File: src/design/sfs_map.svh
// Command codes, status bit positions, reset values and timing constants
`ifndef SFS_MAP_SVH
`define SFS_MAP_SVH

// ----------------------------------------------------------------------
// Command codes
// ----------------------------------------------------------------------
`define SFS_CMD_WRITE_STATUS  8'h01
`define SFS_CMD_CLEAR_LATCH   8'h04
`define SFS_CMD_READ_STATUS   8'h05
`define SFS_CMD_SET_LATCH     8'h06
`define SFS_CMD_QUAD_READ     8'heb
`define SFS_CMD_QUAD_READ_W   8'he7
`define SFS_CMD_QUAD_PROG     8'h38

// ----------------------------------------------------------------------
// Status word fields
// ----------------------------------------------------------------------
`define SFS_BIT_BUSY          0
`define SFS_BIT_LATCH         1
`define SFS_BIT_LEVEL_LSB     2
`define SFS_BIT_LEVEL_MSB     5
`define SFS_BIT_QUAD_EN       6
`define SFS_BIT_WR_DISABLE    7
`define SFS_STATUS_RST        8'h00

// ----------------------------------------------------------------------
// Link and timing
// ----------------------------------------------------------------------
`define SFS_SPI_CMD_CLOCKS     8
`define SFS_QUAD_CMD_CLOCKS    2
`define SFS_CLK_MHZ            200
`define SFS_STATUS_WRITE_US    40
`define SFS_TW_CNT_W           24

`endif

File: src/design/sfs_pkg.sv
// Types shared by the status and protection logic
`default_nettype none
package sfs_pkg;

    // Frame phase, one-hot
    typedef enum logic [4:0] {
        SFS_IDLE     = 5'b00001,
        SFS_CMD      = 5'b00010,
        SFS_DATA_IN  = 5'b00100,
        SFS_DATA_OUT = 5'b01000,
        SFS_SKIP     = 5'b10000
    } sfs_phase_e;

    // Whole state of the status block
    typedef struct packed {
        sfs_phase_e  phase;
        logic        sclk_d;
        logic        cs_n_d;
        logic        quad_f;
        logic [2:0]  bit_in_byte;
        logic [1:0]  bytes;
        logic [7:0]  shift_in;
        logic [7:0]  cmd;
        logic [7:0]  wr_data;
        logic [7:0]  out_sr;
        logic [2:0]  out_bits;
        logic        busy;
        logic        latch;
        logic [3:0]  level;
        logic        quad_en;
        logic        wr_disable;
        logic        wr_busy;
        logic        op_busy;
        logic [23:0] tw_cnt;
        logic [3:0]  io_out;
        logic [3:0]  io_oe;
        logic [7:0]  cmd_code;
        logic        cmd_strobe;
        logic        op_go;
        logic [7:0]  status_q;
    } sfs_state_s;

endpackage
`default_nettype wire

File: src/design/sfs_status_protect.sv
// Status word, write latch and write protection behind the serial pins
`timescale 1ns/10ps
`default_nettype none
`include "sfs_map.svh"

module sfs_status_protect
    import sfs_pkg::*;
#(
    parameter int unsigned STATUS_WRITE_TIME_US = `SFS_STATUS_WRITE_US
) (
    // Clock and reset
    input  wire logic        clk,
    input  wire logic        rst,
    // Serial pins; lane 2 doubles as write_protect_n_io2
    input  wire logic        sclk_pin,
    input  wire logic        cs_n_pin,
    input  wire logic [3:0]  io_in,
    output logic      [3:0]  io_out,
    output logic      [3:0]  io_oe,
    // Interface mode from the rest of the device
    input  wire logic        quad_command_mode,
    // Other commands handed on to the array logic
    output logic      [7:0]  cmd_code,
    output logic             cmd_strobe,
    // Program and erase requests from the array logic
    input  wire logic        op_req,
    input  wire logic        op_chip,
    input  wire logic [23:0] op_addr,
    output logic             op_go,
    input  wire logic        op_done,
    // Protect table loading
    input  wire logic        tbl_we,
    input  wire logic [3:0]  tbl_idx,
    input  wire logic [23:0] tbl_lo,
    input  wire logic [23:0] tbl_hi,
    // Live status word
    output logic      [7:0]  status_word
);

    // ------------------------------------------------------------------
    // Constants
    // ------------------------------------------------------------------
    // Write cycle length in clocks, never below one
    localparam logic [7:0]  STATUS_RST = `SFS_STATUS_RST;
    localparam int unsigned TW_CYC_RAW = STATUS_WRITE_TIME_US * `SFS_CLK_MHZ;
    localparam int unsigned TW_CYC     = (TW_CYC_RAW < 1) ? 1 : TW_CYC_RAW;
    localparam logic [23:0] TW_CNT     = TW_CYC[23:0];

    // Number of lanes sampled per clock
    function automatic logic [2:0] lanes(input logic quad);
        lanes = quad ? 3'h4 : 3'h1;
    endfunction

    // Frame ended on a byte edge with the given byte count
    function automatic logic on_boundary(input logic [2:0] bib,
                                         input logic [1:0] nb,
                                         input logic [1:0] want);
        on_boundary = (bib == 3'h0) && (nb == want);
    endfunction

    // ------------------------------------------------------------------
    // Pin synchronisers
    // ------------------------------------------------------------------
    logic       s_sclk;
    logic       s_cs_n;
    logic [3:0] s_io;

    // Clock, select and lanes share one synchroniser so they stay aligned
    sfs_sync2 #(
        .W    (6),
        .INIT (6'h02)
    ) u_sync (
        .clk (clk),
        .rst (rst),
        .d   ({io_in, cs_n_pin, sclk_pin}),
        .q   ({s_io, s_cs_n, s_sclk})
    );

    // ------------------------------------------------------------------
    // Protect table
    // ------------------------------------------------------------------
    sfs_state_s  state_ff;
    sfs_state_s  nxt_state;
    logic [23:0] prot_lo;
    logic [23:0] prot_hi;

    // Table read is registered: a new level is checked one cycle later
    // level picks range
    sfs_prot_table u_table (
        .clk   (clk),
        .we    (tbl_we),
        .waddr (tbl_idx),
        .wlo   (tbl_lo),
        .whi   (tbl_hi),
        .raddr (state_ff.level),
        .rlo   (prot_lo),
        .rhi   (prot_hi)
    );

    // ------------------------------------------------------------------
    // Derived conditions
    // ------------------------------------------------------------------
    logic       sclk_rise;
    logic       sclk_fall;
    logic       frame_start;
    logic       frame_end;
    logic       in_frame;
    logic [7:0] status_now;
    logic [7:0] byte_in;
    logic [2:0] bib_next;
    logic       byte_done;
    logic       hw_protect;
    logic       addr_prot;
    logic       quad_blocked;

    // Pin edges seen after the synchronisers; the serial clock must stay
    // high or low for at least one cycle or an edge is lost
    assign sclk_rise   = s_sclk & ~state_ff.sclk_d;
    assign sclk_fall   = ~s_sclk & state_ff.sclk_d;
    assign frame_start = ~s_cs_n & state_ff.cs_n_d;
    assign frame_end   = s_cs_n & ~state_ff.cs_n_d;
    assign in_frame    = ~s_cs_n & ~state_ff.cs_n_d;

    assign byte_in  = state_ff.quad_f ? {state_ff.shift_in[3:0], s_io}
                                      : {state_ff.shift_in[6:0], s_io[0]};
    assign bib_next = state_ff.bit_in_byte + lanes(state_ff.quad_f);
    assign byte_done = (bib_next == 3'h0);

    assign status_now = {state_ff.wr_disable, state_ff.quad_en, state_ff.level,
                         state_ff.latch, state_ff.busy};

    // Protect pin counts only in single-lane use with quad enable low
    // pin is data in quad use
    assign hw_protect = state_ff.wr_disable & ~s_io[2] & ~quad_command_mode & ~state_ff.quad_en;

    // Level zero shields nothing, whatever the table holds for it
    // target inside protected range
    assign addr_prot = (state_ff.level != 4'h0) && (op_addr >= prot_lo) && (op_addr <= prot_hi);

    assign quad_blocked = ~state_ff.quad_f & ~state_ff.quad_en &
                          ((byte_in == `SFS_CMD_QUAD_READ) || (byte_in == `SFS_CMD_QUAD_READ_W) ||
                           (byte_in == `SFS_CMD_QUAD_PROG));

    // ------------------------------------------------------------------
    // Next state
    // ------------------------------------------------------------------
    // One copy of the state is filled here and registered below
    always_comb begin
        logic [7:0] out_src;
        out_src = 8'h00;
        nxt_state = state_ff;
        nxt_state.sclk_d     = s_sclk;
        nxt_state.cs_n_d     = s_cs_n;
        nxt_state.cmd_strobe = 1'b0;
        nxt_state.op_go      = 1'b0;
        nxt_state.status_q   = status_now;

        // Frame opens: command phase
        if (frame_start) begin
            nxt_state.phase       = SFS_CMD;
            nxt_state.quad_f      = quad_command_mode;
            nxt_state.bit_in_byte = 3'h0;
            nxt_state.bytes       = 2'h0;
            nxt_state.out_bits    = 3'h0;
        end

        // Sample lanes on each rising clock
        if (in_frame && sclk_rise && (state_ff.phase != SFS_IDLE)) begin
            nxt_state.shift_in    = byte_in;
            nxt_state.bit_in_byte = bib_next;
            if (byte_done) begin
                if (state_ff.bytes != 2'h3) begin
                    nxt_state.bytes = state_ff.bytes + 2'h1;
                end
                unique case (state_ff.phase)
                    SFS_CMD: begin
                        nxt_state.cmd = byte_in;
                        if (byte_in == `SFS_CMD_READ_STATUS) begin
                            nxt_state.phase = SFS_DATA_OUT;
                        end else if (byte_in == `SFS_CMD_WRITE_STATUS) begin
                            nxt_state.phase = SFS_DATA_IN;
                        end else if (quad_blocked) begin
                            nxt_state.phase = SFS_SKIP;
                        end else begin
                            nxt_state.phase = SFS_SKIP;
                            if ((byte_in != `SFS_CMD_SET_LATCH) && (byte_in != `SFS_CMD_CLEAR_LATCH)) begin
                                nxt_state.cmd_code   = byte_in;
                                nxt_state.cmd_strobe = 1'b1;
                            end
                        end
                    end
                    SFS_DATA_IN: begin
                        if (state_ff.bytes == 2'h1) begin
                            nxt_state.wr_data = byte_in;
                        end
                    end
                    SFS_IDLE, SFS_DATA_OUT, SFS_SKIP: begin
                    end
                endcase
            end
        end

        // status shifted out on falling clock
        if (in_frame && sclk_fall && (state_ff.phase == SFS_DATA_OUT)) begin
            out_src = (state_ff.out_bits == 3'h0) ? status_now : state_ff.out_sr;
            if (state_ff.quad_f) begin
                nxt_state.io_out = out_src[7:4];
                nxt_state.io_oe  = 4'hf;
                nxt_state.out_sr = {out_src[3:0], 4'h0};
            end else begin
                nxt_state.io_out = {2'b00, out_src[7], 1'b0};
                nxt_state.io_oe  = 4'h2;
                nxt_state.out_sr = {out_src[6:0], 1'b0};
            end
            nxt_state.out_bits = state_ff.out_bits + lanes(state_ff.quad_f);
        end

        // Frame closes: act on latch and status write commands
        if (frame_end) begin
            nxt_state.phase  = SFS_IDLE;
            nxt_state.io_oe  = 4'h0;
            nxt_state.io_out = 4'h0;
            // Latch and status write commands are ignored while a cycle runs
            if (!state_ff.busy) begin
                if ((state_ff.cmd == `SFS_CMD_SET_LATCH) && (state_ff.phase == SFS_SKIP) &&
                    on_boundary(state_ff.bit_in_byte, state_ff.bytes, 2'h1)) begin
                    nxt_state.latch = 1'b1;
                end
                if ((state_ff.cmd == `SFS_CMD_CLEAR_LATCH) && (state_ff.phase == SFS_SKIP) &&
                    on_boundary(state_ff.bit_in_byte, state_ff.bytes, 2'h1)) begin
                    nxt_state.latch = 1'b0;
                end
                if ((state_ff.phase == SFS_DATA_IN) && (state_ff.bit_in_byte == 3'h0) &&
                    (state_ff.bytes >= 2'h2) && state_ff.latch && !hw_protect) begin
                    nxt_state.busy    = 1'b1;
                    nxt_state.wr_busy = 1'b1;
                    nxt_state.tw_cnt  = TW_CNT;
                end
            end
        end

        // Timed status write cycle; new bits show only when it ends
        if (state_ff.wr_busy) begin
            if (state_ff.tw_cnt <= 24'h000001) begin
                nxt_state.wr_disable = state_ff.wr_data[`SFS_BIT_WR_DISABLE];
                nxt_state.quad_en    = state_ff.wr_data[`SFS_BIT_QUAD_EN];
                nxt_state.level      = state_ff.wr_data[`SFS_BIT_LEVEL_MSB:`SFS_BIT_LEVEL_LSB];
                nxt_state.busy       = 1'b0;
                nxt_state.latch      = 1'b0;
                nxt_state.wr_busy    = 1'b0;
                nxt_state.tw_cnt     = 24'h000000;
            end else begin
                nxt_state.tw_cnt = state_ff.tw_cnt - 24'h000001;
            end
        end

        // Program and erase requests
        // A refused request leaves the latch as it was
        if (op_req && !state_ff.busy) begin
            if (state_ff.latch && (op_chip ? (state_ff.level == 4'h0) : !addr_prot)) begin
                nxt_state.op_go   = 1'b1;
                nxt_state.busy    = 1'b1;
                nxt_state.op_busy = 1'b1;
            end
        end

        if (state_ff.op_busy && op_done) begin
            nxt_state.busy    = 1'b0;
            nxt_state.latch   = 1'b0;
            nxt_state.op_busy = 1'b0;
        end
    end

    // ------------------------------------------------------------------
    // State register
    // ------------------------------------------------------------------
    always_ff @(posedge clk) begin
        if (rst) begin
            state_ff            <= '0;
            state_ff.phase      <= SFS_IDLE;
            state_ff.sclk_d     <= 1'b0;
            state_ff.cs_n_d     <= 1'b1;
            state_ff.level      <= STATUS_RST[`SFS_BIT_LEVEL_MSB:`SFS_BIT_LEVEL_LSB];
            state_ff.quad_en    <= STATUS_RST[`SFS_BIT_QUAD_EN];
            state_ff.wr_disable <= STATUS_RST[`SFS_BIT_WR_DISABLE];
            state_ff.status_q   <= `SFS_STATUS_RST;
        end else begin
            state_ff <= nxt_state;
        end
    end

    // ------------------------------------------------------------------
    // Outputs
    // ------------------------------------------------------------------
    // All outputs come straight from the state register
    assign io_out      = state_ff.io_out;
    assign io_oe       = state_ff.io_oe;
    assign cmd_code    = state_ff.cmd_code;
    assign cmd_strobe  = state_ff.cmd_strobe;
    assign op_go       = state_ff.op_go;
    assign status_word = state_ff.status_q;

endmodule

`default_nettype wire

File: src/design/sfs_sync2.sv
// Two-flop synchroniser for pin inputs
`timescale 1ns/10ps
`default_nettype none

module sfs_sync2 #(
    parameter int unsigned      W    = 1,
    parameter logic [W-1:0]     INIT = '0
) (
    // Clock and reset
    input  wire logic           clk,
    input  wire logic           rst,
    // Asynchronous in, synchronous out
    input  wire logic [W-1:0]   d,
    output logic      [W-1:0]   q
);

    logic [W-1:0] meta_ff;
    logic [W-1:0] q_ff;

    // First stage feeds only the second stage
    always_ff @(posedge clk) begin
        if (rst) begin
            meta_ff <= INIT;
            q_ff    <= INIT;
        end else begin
            meta_ff <= d;
            q_ff    <= meta_ff;
        end
    end

    assign q = q_ff;

endmodule

`default_nettype wire

File: src/design/sfs_prot_table.sv
// Protect level to address range table with registered read
`timescale 1ns/10ps
`default_nettype none

module sfs_prot_table (
    // Clock
    input  wire logic        clk,
    // Write port
    input  wire logic        we,
    input  wire logic [3:0]  waddr,
    input  wire logic [23:0] wlo,
    input  wire logic [23:0] whi,
    // Read port
    input  wire logic [3:0]  raddr,
    output logic      [23:0] rlo,
    output logic      [23:0] rhi
);

    logic [47:0] mem [16];
    logic [47:0] rd_ff;

    // One write and one registered read per cycle
    always_ff @(posedge clk) begin
        if (we) begin
            mem[waddr] <= {whi, wlo};
        end
        rd_ff <= mem[raddr];
    end

    assign rlo = rd_ff[23:0];
    assign rhi = rd_ff[47:24];

endmodule

`default_nettype wire

File: config.mk
export PLATFORM = sky130hd
export DESIGN_NAME = sfs_status_protect
export DESIGN_NICKNAME = d
export VERILOG_FILES = /design/src/design/sfs_pkg.sv /design/src/design/sfs_status_protect.sv /design/src/design/sfs_sync2.sv /design/src/design/sfs_prot_table.sv
export VERILOG_INCLUDE_DIRS = /design/src /design/src/design
export SDC_FILE = /design/constraint.sdc
export NUM_CORES = 1
export LEC_CHECK = 0
export BUFFER_PORTS_ARGS = -buffer_cell sky130_fd_sc_hd__buf_2
export CELL_PAD_IN_SITES_DETAIL_PLACEMENT = 1
export CELL_PAD_IN_SITES_GLOBAL_PLACEMENT = 1
export CORE_ASPECT_RATIO = 1.5
export CORE_MARGIN = 8
export CORE_UTILIZATION = 45
export DETAILED_ROUTE_END_ITERATION = 7
export MAX_ROUTING_LAYER = met4
export PLACE_DENSITY_LB_ADDON = 0.1
export SLEW_MARGIN = 20
export SYNTH_ARGS = -nofsm -noshare
export SYNTH_HDL_FRONTEND = slang
export SYNTH_HIERARCHICAL = 1
export SYNTH_SLANG_ARGS = --single-unit
File: constraint.sdc
create_clock -name clk -period 6.35 [get_ports clk]
set_input_delay 0 -clock clk [delete_from_list [all_inputs] [get_ports clk]]
set_output_delay 0 -clock clk [all_outputs]
set_load 0.02 [all_outputs]
==> results of run 1 <==
-- tightest hold or removal path, delay by kind of cell --
kind | cells | cell delay [ns]
buffers and inverters | 2 | 0.61
AND/OR/NAND/NOR | 1 | 0.07
-- logic make-up (layout without fill, tap and decap cells) --
| group | after synthesis | in the layout | share of synthesized area (%) |
|---|---|---|---|
| flops | 930 | 930 | 73.0 |
| simple gates | 365 | 365 | 4.92 |
| compound gates | 257 | 257 | 4.80 |
| mux | 221 | 221 | 12.8 |
| buf+inv | 182 | 447 | 2.40 |
| fa+ha+maj | 57 | 57 | 1.98 |
| xor+xnor | 3 | 3 | 0.111 |
| other cells | 0 | 13 | 0 |
-- cell type report --
cell class | instances | area [µm²]
repair buffers | 218 | 1590
flip-flops and latches | 930 | 26300
multi-input cells | 903 | 9020
clock inverters | 55 | 473
inverters | 62 | 233
fillers | 7268 | 38300
well taps | 1032 | 1290
diodes | 13 | 32.5
clock buffers | 112 | 2340
-- sequential cells by signal, indices dropped and copies added (netlist names) --
register and cells:
nxt_state 8, op_go 1, io_out 4, u_table/rd_ff 48, u_table/mem 768, status_word 8
u_sync/q 6, cmd_strobe 1, u_sync/meta_ff 6, cmd_code 8, io_oe 2, state_ff 70
-- synth_stat cells, drive strengths merged, types with 2 or more instances --
| library cell | number | area (µm²) |
|---|---|---|
| nor3b | 3 | 22.5 |
| or4b | 2 | 20.0 |
| a31oi | 7 | 43.8 |
| nor3 | 26 | 130 |
| o211ai | 5 | 37.5 |
| nand4b | 3 | 26.3 |
| nor4b | 3 | 32.5 |
| or3b | 2 | 17.5 |
| buf | 70 | 445 |
| mux2i | 20 | 200 |
| o31ai | 3 | 22.5 |
| a22oi | 97 | 728 |
| nor2 | 89 | 334 |
| or2 | 5 | 31.3 |
| or3 | 6 | 37.5 |
| or4 | 5 | 37.5 |
| a21boi | 4 | 30.0 |
| nand3b | 3 | 22.5 |
| and3 | 5 | 31.3 |
| nand4 | 11 | 68.8 |
| ha | 57 | 713 |
| clkbuf | 50 | 189 |
| a211oi | 22 | 165 |
| a21oi | 75 | 375 |
| inv | 62 | 233 |
| nor4 | 12 | 75.1 |
| nand3 | 24 | 120 |
| nor4bb | 4 | 40.0 |
| mux2 | 9 | 101 |
| mux4 | 192 | 4320 |
| and3b | 2 | 17.5 |
| a21o | 2 | 15.0 |
| nor2b | 24 | 150 |
| nand2b | 13 | 81.3 |
| o21a | 3 | 22.5 |
| dfxtp | 162 | 3240 |
| nand2 | 120 | 450 |
| o21ai | 15 | 75.1 |
| a311oi | 13 | 114 |
| a221oi | 4 | 35.0 |
| edfxtp | 768 | 23100 |
-- power breakdown --
group / switching (µW) / internal (µW)
Sequential: 31.2 / 6710
Clock: 2300 / 2880
Combinational: 205 / 110
Total: 2530 / 9700
-- per-layer routing --
layer | vias to the layer above | track usage (%)
li1 | 8421 | -
met1 | 10273 | 26.9
met2 | 458 | 36.3
met3 | 154 | 3.23
met4 | 0 | 6.90
met5 | - | -
-- path summary, 6_finish.rpt --
kind | cells after the start | start | to
setup / recovery | 7 | state_ff[34] | nxt_state[0]
hold / removal | 3 | cs_n_pin | u_sync/meta_ff[1]
setup reg to reg | 7 | state_ff[34] | nxt_state[0]
hold reg to reg | 1 | u_sync/meta_ff[1] | u_sync/q[1]
-- repair_timing --
action	CTS	global route
endpoints found under the hold margin	814	0
setup buffers	0	0
gates resized for setup	0	0
hold buffers	69	0
-- stage by stage --
| step | total power (µW) | hold WS (ns) | cells |
|---|---|---|---|
| after floorplan | 6980 | 0.0716 | 2015 |
| after global placement | 7130 | 0.187 | 3074 |
| after detailed placement | 7160 | 0.187 | 3076 |
| after CTS | 12400 | 0.0495 | 3312 |
| after global routing | 12600 | 0.0786 | 3324 |
| final | 12200 | 0.0801 | 3325 |
==> reports/qor.yml, run 1 <==
ff2ff_setup_slack_ns: 3.05
drt_iter0_markers: 1249
nets: 2351
synth_edf_count: 768
syn_inst: 2015
met3WireLength_um: 4350
drc: 0
initial_core_util_pct: 45.3
clk_pin_slew_ns: 0.06
synth_cell_types: 61
mostFrequentLayoutCell: "edfxtp_1"
cts_tree: "yes"
slowest_stage: "nor3_1"
drt-total-wl_um: 93100
cp.buffers_inverters: 1
run_status: "completed"
die_x_um: 247
clock-root-buffer: "clkbuf_16"
setup-violations-final: 0
syn_to_final_growth_pct: 14.6
met1_length_um: 38300
rsz0062_at_grt: "false"
grt_pass1_wl_um: 138000
synth-seq-area-share_pct: 73.0
grt_overflow: 0
cts_max_level: 3
worst-slew-pin-transition_ns: 1.09
grt_max_degree: 88
final_hold_viol_count: 0
antenna_left: 0
drive_gt1_share_pct: 22.4
hpwlAfterDp_um: 52800
cts_buffers: 90
fin_tns_setup_ns: 0
clk-insertion-delay-late_ns: 0.65
fp-row-count: 127
setup_ws_ns: 3.05
die_h_um: 363
cpLargestDelayFamily: "simple AND/OR/NAND/NOR gates"
clkSinkCount: 930
portBuffers: 114
endpoint_kind: "flip-flop"
cp-start-kind: "flip-flop"
relSlewSlack_pct: 27.2
fin_crit_sh_pct: 52.0
timing.max_cap.violations: 0
leakagePower_uw: 0.0135
max_stage_delay_ns: 0.78
post-place-ws_ns: 3.29
clockBufferDepth: 3
crit_chain: "nor4_1 > nand3_1 > nor3_1 > nor2_1 > o21ai_0 > a21oi_1 > dlygate4sd3_1"
antenna_found_initial: 12
worstHoldPathType: "primary input to flip-flop"
crit_required_ns: 6.89
ios: 115
clock_skew_ns: 0.0233
criticalPathCategory: "flip-flop to flip-flop"
fmax_mhz: 303
arrival_ns: 3.84
synth_flop_cell: "edfxtp_1"
grt_usage_pct: 21.6
ys_ff_latch: 930
vias: 19306
first_global_vias: 21152
viasPerCell: 5.81
period_minus_slack_ns: 3.30
final_cell_mix: "edfxtp_1, mux4_2, dfxtp_1"
synthArstFlopShare_pct: 0
core_area_um2: 79600
dr.max_layer_used: "met4"
dpl_cell_area_um2: 37800
syn-cell-area_um2: 36100
drv_slew: 0
die_area_um2: 89600
design_area_um2: 41300
firstDrtPassIters: 5
ir_worst_vdd_mv: 0.227
yosys_warnings: 6
synth_nets: 2161
p_per_area_nw_per_um2: 296
path_max_fanout: 8
gp_congestion: 0.808
syn_avg_cell_area_um2: 17.9
wire_per_inst_um: 28.0
finalCoreUtilization_pct: 51.9
met2WireLength_um: 47800
No activity file was read; power rests on OpenSTA's default activity.
==> inputs of run 2 (changes only) <==
ABC_AREA = 1   (was not set)
clock period = 3.4 ns   (was 6.35 ns; I/O delays follow)
==> reports/qor.yml, run 2 <==
die_area_um2: 100000  # was 89600 µm²
cp-start-kind: "flip-flop"  # unchanged
core_area_um2: 89900  # was 79600 µm²
cts_tree: "yes"  # unchanged
final_cell_mix: "nand2_1, edfxtp_1, inv_1"  # was edfxtp_1, mux4_2, dfxtp_1
grt_overflow: 0  # unchanged
antenna_found_initial: 7  # was 12
mostFrequentLayoutCell: "nand2_1"  # was edfxtp_1
slowest_stage: "dlygate4sd3_1"  # was nor3_1
timing.max_cap.violations: 0  # unchanged
fin_crit_sh_pct: 78.7  # was 52.0%
portBuffers: 114  # unchanged
synthArstFlopShare_pct: 0  # unchanged
fin_hold_ws_ns: 0.148  # was 0.0801 ns
die_h_um: 384  # was 363 µm
synth-seq-area-share_pct: 64.7  # was 73.0%
stdcell_count: 5510  # was 3325
top_register: "u_table/mem"  # unchanged
r2r-start: "u_table/rd_ff[38]"  # was state_ff[34]
syn-cell-area_um2: 40600  # was 36100 µm²
worst-path-stages: 12  # was 7
drt_iter0_markers: 1673  # was 1249
p_per_area_nw_per_um2: 516  # was 296 nW/µm²
fin_tns_setup_ns: 0  # unchanged
run_status: "completed"  # unchanged
rr_worst_depth: 12  # was 7
antenna_left: 0  # unchanged
hpwlAfterDp_um: 64700  # was 52800 µm
p_total_uw: 23800  # was 12200 µW
initial_core_util_pct: 45.2  # was 45.3%
syn_inst: 4127  # was 2015
crit_chain: "inv_1 > ha_1 > nand2_1 > nor2_1 > nand4_1 > nor2_1 > nand4_1 > nand2_1 > nand3_1 > nand3_1 > dlygate4sd3_1 > a21oi_1"  # was nor4_1 > nand3_1 > nor3_1 > nor2_1 > o21ai_0 > a21oi_1 > dlygate4sd3_1
cp.buffers_inverters: 2  # was 1
vias: 28383  # was 19306
grt_max_degree: 157  # was 88
leakagePower_uw: 0.0198  # was 0.0135 µW
worstHoldPathType: "primary input to flip-flop"  # unchanged
viasPerCell: 5.15  # was 5.81
fmax_mhz: 374  # was 303 MHz
synth_top_area_share_pct: 56.8  # was 64.0%
clock_skew_ns: 0.0244  # was 0.0233 ns
setup-violations-final: 0  # unchanged
clk-insertion-delay-late_ns: 0.68  # was 0.65 ns
top_regs: "u_table/mem: 768 flops, state_ff: 70 flops, u_table/rd_ff: 48 flops"  # unchanged
yosys.area.top_type: "edfxtp_1"  # unchanged
gp_congestion: 0.796  # was 0.808
synth_commonest_cells: "nand2_1, edfxtp_1, inv_1"  # was edfxtp_1, mux4_2, dfxtp_1
drv_slew: 0  # unchanged
ys_ff_latch: 930  # unchanged
syn_to_final_growth_pct: 13.3  # was 14.6%
first_global_vias: 29919  # was 21152
worstHoldEndpoint: "u_table/mem[1][14]"  # was u_sync/meta_ff[1]
drt-total-wl_um: 115000  # was 93100 µm
firstDrtPassIters: 5  # unchanged
post-place-ws_ns: 0.877  # was 3.29 ns
synth_nets: 4273  # was 2161
clk_pin_slew_ns: 0.07  # was 0.06 ns
grt_pass1_wl_um: 176000  # was 138000 µm
worst-slew-pin-transition_ns: 0.937  # was 1.09 ns
setup_ws_ns: 0.725  # was 3.05 ns
rr_endpoint: "nxt_state[0]"  # unchanged
endpoint_kind: "flip-flop"  # unchanged
critPathLaunch: "u_table/rd_ff[38]"  # was state_ff[34]
fp-row-count: 135  # was 127
nets: 4407  # was 2351
yosys_warnings: 6  # unchanged
cpLargestDelayFamily: "simple AND/OR/NAND/NOR gates"  # unchanged
ir_worst_vdd_mv: 0.482  # was 0.227 mV
wire_per_inst_um: 20.8  # was 28.0 µm
final_hold_viol_count: 0  # unchanged
synth_flop_cell: "edfxtp_1"  # unchanged
cts_max_level: 3  # unchanged
synth_edf_count: 768  # unchanged
yosysMostFrequentCell: "nand2_1"  # was edfxtp_1
ff2ff_setup_slack_ns: 0.73  # was 3.05 ns
max_stage_delay_ns: 0.61  # was 0.78 ns
clock-root-buffer: "clkbuf_16"  # unchanged
clkSinkCount: 930  # unchanged
path_max_fanout: 2  # was 8
cts_resized: 0  # unchanged
period_minus_slack_ns: 2.67  # was 3.30 ns
clockBufferDepth: 3  # unchanged
grt_usage_pct: 23.7  # was 21.6%
relSlewSlack_pct: 37.5  # was 27.2%
holdPathStages: 3  # unchanged
syn_avg_cell_area_um2: 9.85  # was 17.9 µm²
synth_cell_types: 48  # was 61
rsz0062_at_grt: "false"  # unchanged
criticalPathCategory: "flip-flop to flip-flop"  # unchanged
dp.cells: 5259  # was 3076
drc: 0  # unchanged
ios: 115  # unchanged
synth_top_cells_by_area: "edfxtp_1, nand2_1, dfxtp_1"  # was edfxtp_1, mux4_2, dfxtp_1
arrival_ns: 3.21  # was 3.84 ns
crit_required_ns: 3.94  # was 6.89 ns
hp-start: "tbl_idx[0]"  # was cs_n_pin
largest_register_ff_count: 768  # unchanged
drive_gt1_share_pct: 8.64  # was 22.4%
die_x_um: 261  # was 247 µm
cts_buffers: 91  # was 90
## run 2: changes by cell type in the layout (fill, tap and decap cells not counted), sizes merged, moves of 18 or more
cell    change
mux4      -192
nor2       +39
nand3     +586
nand2    +1072
a211oi     -18
clkbuf     +18
o21ai      +61
inv       +698
buf        +26
nor2b      -24
mux2i      -20
a21oi      +23
a22oi      -97
## run 2: logic make-up after synthesis
kind of cell    share of synthesized area [%]
buf+inv                                  10.3
simple gates                             20.6
xor+xnor                                0.126
fa+ha+maj                                1.76
compound gates                           2.44
flops                                    64.7
## run 2: final cells by class
cell class                      count  area [µm²]
Clock inverter                     42         452
Fill cell                        9957       43800
Multi-Input combinational cell   2228       10200
Sequential cell                   930       26300
Timing Repair Buffer              248        2020
Inverter                          762        2880
Antenna cell                        6        15.0
Tap cell                         1164        1460
Clock buffer                      130        2650
## run 2: where the power goes
group          switching, µW  internal (µW)
Clock                   4430           6060
Sequential              53.8          12500
Combinational            489            219
Total                   4980          18800
## run 2: what timing repair did
item,4_1_cts,5_1_grt
hold buffers,73,0
buffers inserted,0,0
endpoints found under the hold margin,824,0
endpoints found under the setup margin,0,0
## run 2: stage by stage
stage | area, µm² | util [%]
after floorplan | 40600 | -
after global placement | 42200 | 47.0
after detailed placement | 42200 | 47.0
after CTS | 46000 | 51.2
after global routing | 46000 | 51.2
final | 46000 | 51.2
## run 2: worst max-delay path by stage
stage	endpoint
finish	nxt_state[0]
floorplan	u_table/mem[10][0]
detailed placement	cmd_code[2]
CTS	nxt_state[0]
global route	nxt_state[0]
global placement	cmd_code[2]
## run 2: metal layers
metal  share of wire (%)  wire length [µm]  GRT usage (%)
met5                   0                 0              -
met4                 2.1              2370           6.50
met3                 3.4              3840           2.73
met2                  52             59100           41.7
met1                  43             49300           28.6
## run 2: tightest hold or removal path, delay by kind of cell
kind          cells  cell delay [ns]
simple gates      2             0.50
buf+inv           1             0.11
==> inputs of run 3 (changes only) <==
clock period = 2.7 ns   (was 3.4 ns; I/O delays follow)
==> reports/qor.yml, run 3 (synthesized netlist as in run 2, its figures left out) <==
ios: 115  # unchanged
drt_iter0_markers: 1621  # was 1673
core_area_um2: 89900  # unchanged
multi_input_area_um2: 10200  # about the same
holdPathStages: 6  # was 3
hpwlAfterDp_um: 66900  # was 64700 µm
syn_to_final_growth_pct: 14.4  # was 13.3%
top_regs: "u_table/mem: 768 flops, state_ff: 70 flops, u_table/rd_ff: 48 flops"  # unchanged
clock-root-buffer: "clkbuf_16"  # unchanged
fmax_mhz: 407  # was 374 MHz
clock_skew_ns: 0.0159  # was 0.0244 ns
leakagePower_uw: 0.0200  # was 0.0198 µW
crit_chain: "inv_1 > ha_1 > nand2_1 > nor2_1 > inv_1 > nor2_1 > nand2_1 > a21oi_1 > nor2_2 > nor2_1 > nand3_1 > nand3_1 > a21oi_1 > dlygate4sd3_1"  # was inv_1 > ha_1 > nand2_1 > nor2_1 > nand4_1 > nor2_1 > nand4_1 > nand2_1 > nand3_1 > nand3_1 > dlygate4sd3_1 > a21oi_1
period_minus_slack_ns: 2.45  # was 2.67 ns
arrival_ns: 2.99  # was 3.21 ns
wire_per_inst_um: 20.8  # about the same
gp_congestion: 0.824  # was 0.796
drt-total-wl_um: 115000  # about the same
clk_pin_slew_ns: 0.06  # was 0.07 ns
r2r-start: "u_table/rd_ff[15]"  # was u_table/rd_ff[38]
cp.buffers_inverters: 3  # was 2
path_max_fanout: 2  # unchanged
fin_crit_sh_pct: 90.9  # was 78.7%
relSlewSlack_pct: 48.7  # was 37.5%
die_area_um2: 100000  # unchanged
clkSinkCount: 930  # unchanged
p_total_uw: 30300  # was 23800 µW
worst_path_most_repeated_cell: "nor2_1"
worst-path-stages: 14  # was 12
portBuffers: 114  # unchanged
cts_tree: "yes"  # unchanged
worst-slew-pin-transition_ns: 0.770  # was 0.937 ns
rr_worst_depth: 14  # was 12
cp-start-kind: "flip-flop"  # unchanged
stdcell_count: 5522  # was 5510
finalCoreUtilization_pct: 51.7  # was 51.2%
vias: 28633  # was 28383
fp-row-count: 135  # unchanged
worstHoldPathType: "primary input to flip-flop"  # unchanged
rr_endpoint: "state_ff[50]"  # was nxt_state[0]
timing.max_cap.violations: 0  # unchanged
worstHoldEndpoint: "op_go"  # was u_table/mem[1][14]
run_status: "completed"  # unchanged
clockBufferDepth: 3  # unchanged
rsz0062_at_grt: "false"  # unchanged
nets: 4423  # was 4407
final_cell_mix: "nand2_1, edfxtp_1, inv_1"  # unchanged
die_x_um: 261  # unchanged
fin_tns_setup_ns: 0  # unchanged
fin_hold_ws_ns: 0.0555  # was 0.148 ns
criticalPathCategory: "flip-flop to flip-flop"  # unchanged
mostFrequentLayoutCell: "nand2_1"  # unchanged
cts_max_level: 3  # unchanged
endpoint_kind: "flip-flop"  # unchanged
initial_core_util_pct: 45.2  # unchanged
drc: 0  # unchanged
ir_worst_vdd_mv: 0.519  # was 0.482 mV
grt_overflow: 0  # unchanged
p_per_area_nw_per_um2: 653  # was 516 nW/µm²
firstDrtPassIters: 5  # unchanged
largest_register_ff_count: 768  # unchanged
ff2ff_setup_slack_ns: 0.25  # was 0.73 ns
setup-violations-final: 0  # unchanged
top_register: "u_table/mem"  # unchanged
crit_required_ns: 3.24  # was 3.94 ns
regArea_um2: 26300  # unchanged
grt_usage_pct: 23.7  # about the same
drive_gt1_share_pct: 9.00  # was 8.64%
first_global_vias: 29970  # was 29919
viasPerCell: 5.19  # was 5.15
grt_pass1_wl_um: 176000  # about the same
die_h_um: 384  # unchanged
cts_buffers: 92  # was 91
slowest_stage: "dlygate4sd3_1"  # unchanged
drv_slew: 0  # unchanged
cpLargestDelayFamily: "simple AND/OR/NAND/NOR gates"  # unchanged
dp.cells: 5281  # was 5259
postCtsSetupBuffers: 0  # unchanged
antenna_left: 0  # unchanged
fill_cells: 9897  # was 9957
clk-insertion-delay-late_ns: 0.66  # was 0.68 ns
hp-start: "op_chip"  # was tbl_idx[0]
final_hold_viol_count: 0  # unchanged
critPathLaunch: "u_table/rd_ff[15]"  # was u_table/rd_ff[38]
grt_max_degree: 84  # was 157
antenna_found_initial: 2  # was 7
max_stage_delay_ns: 0.55  # was 0.61 ns
[run 3: timing repair]
action | in CTS | in global routing
hold buffers | 66 | 0
endpoints found under the hold margin | 794 | 0
endpoints found under the setup margin | 0 | 3
resized for setup | 0 | 2
[run 3: cell type report]
cell class	instances	share of cell area (%)
diodes	3	0.0161
clock buffers	125	5.51
clock inverters	47	1.38
inverters	762	6.20
multi-input cells	2228	22.0
flip-flops and latches	930	56.6
well taps	1164	3.13
repair buffers	263	5.10
[run 3: worst min-delay path, delay by kind of cell]
family	cells	cell delay, ns
buf+inv	3	0.40
simple gates	3	0.26
[run 3: worst max path at each step]
| stage | end | slack [ns] |
|---|---|---|
| CTS | nxt_state[0] | 0.11 |
| floorplan | u_table/mem[10][0] | 0.01 |
| global placement | cmd_code[2] | 0.42 |
| detailed placement | cmd_code[2] | 0.38 |
| global route | state_ff[50] | 0.07 |
| finish | state_ff[50] | 0.25 |
[run 3: where the power goes]
group          internal (µW)  switching (µW)
Combinational            277             613
Sequential             15800            66.9
Clock                   8100            5510
Total                  24200            6190
[run 3: per-stage QoR]
step	setup slack [ns]	instance area (µm²)
floorplan	0.0142	40600
global placement	0.422	42600
detailed placement	0.378	42600
CTS	0.110	46500
global route	0.0651	46500
finish	0.246	46500
[run 3: layer usage]
layer  global-route usage [%]  routed length [µm]
met1                     28.2               48500
met2                     41.5               59000
met3                     2.75                4230
met4                     8.01                3200
met5                        -                   0
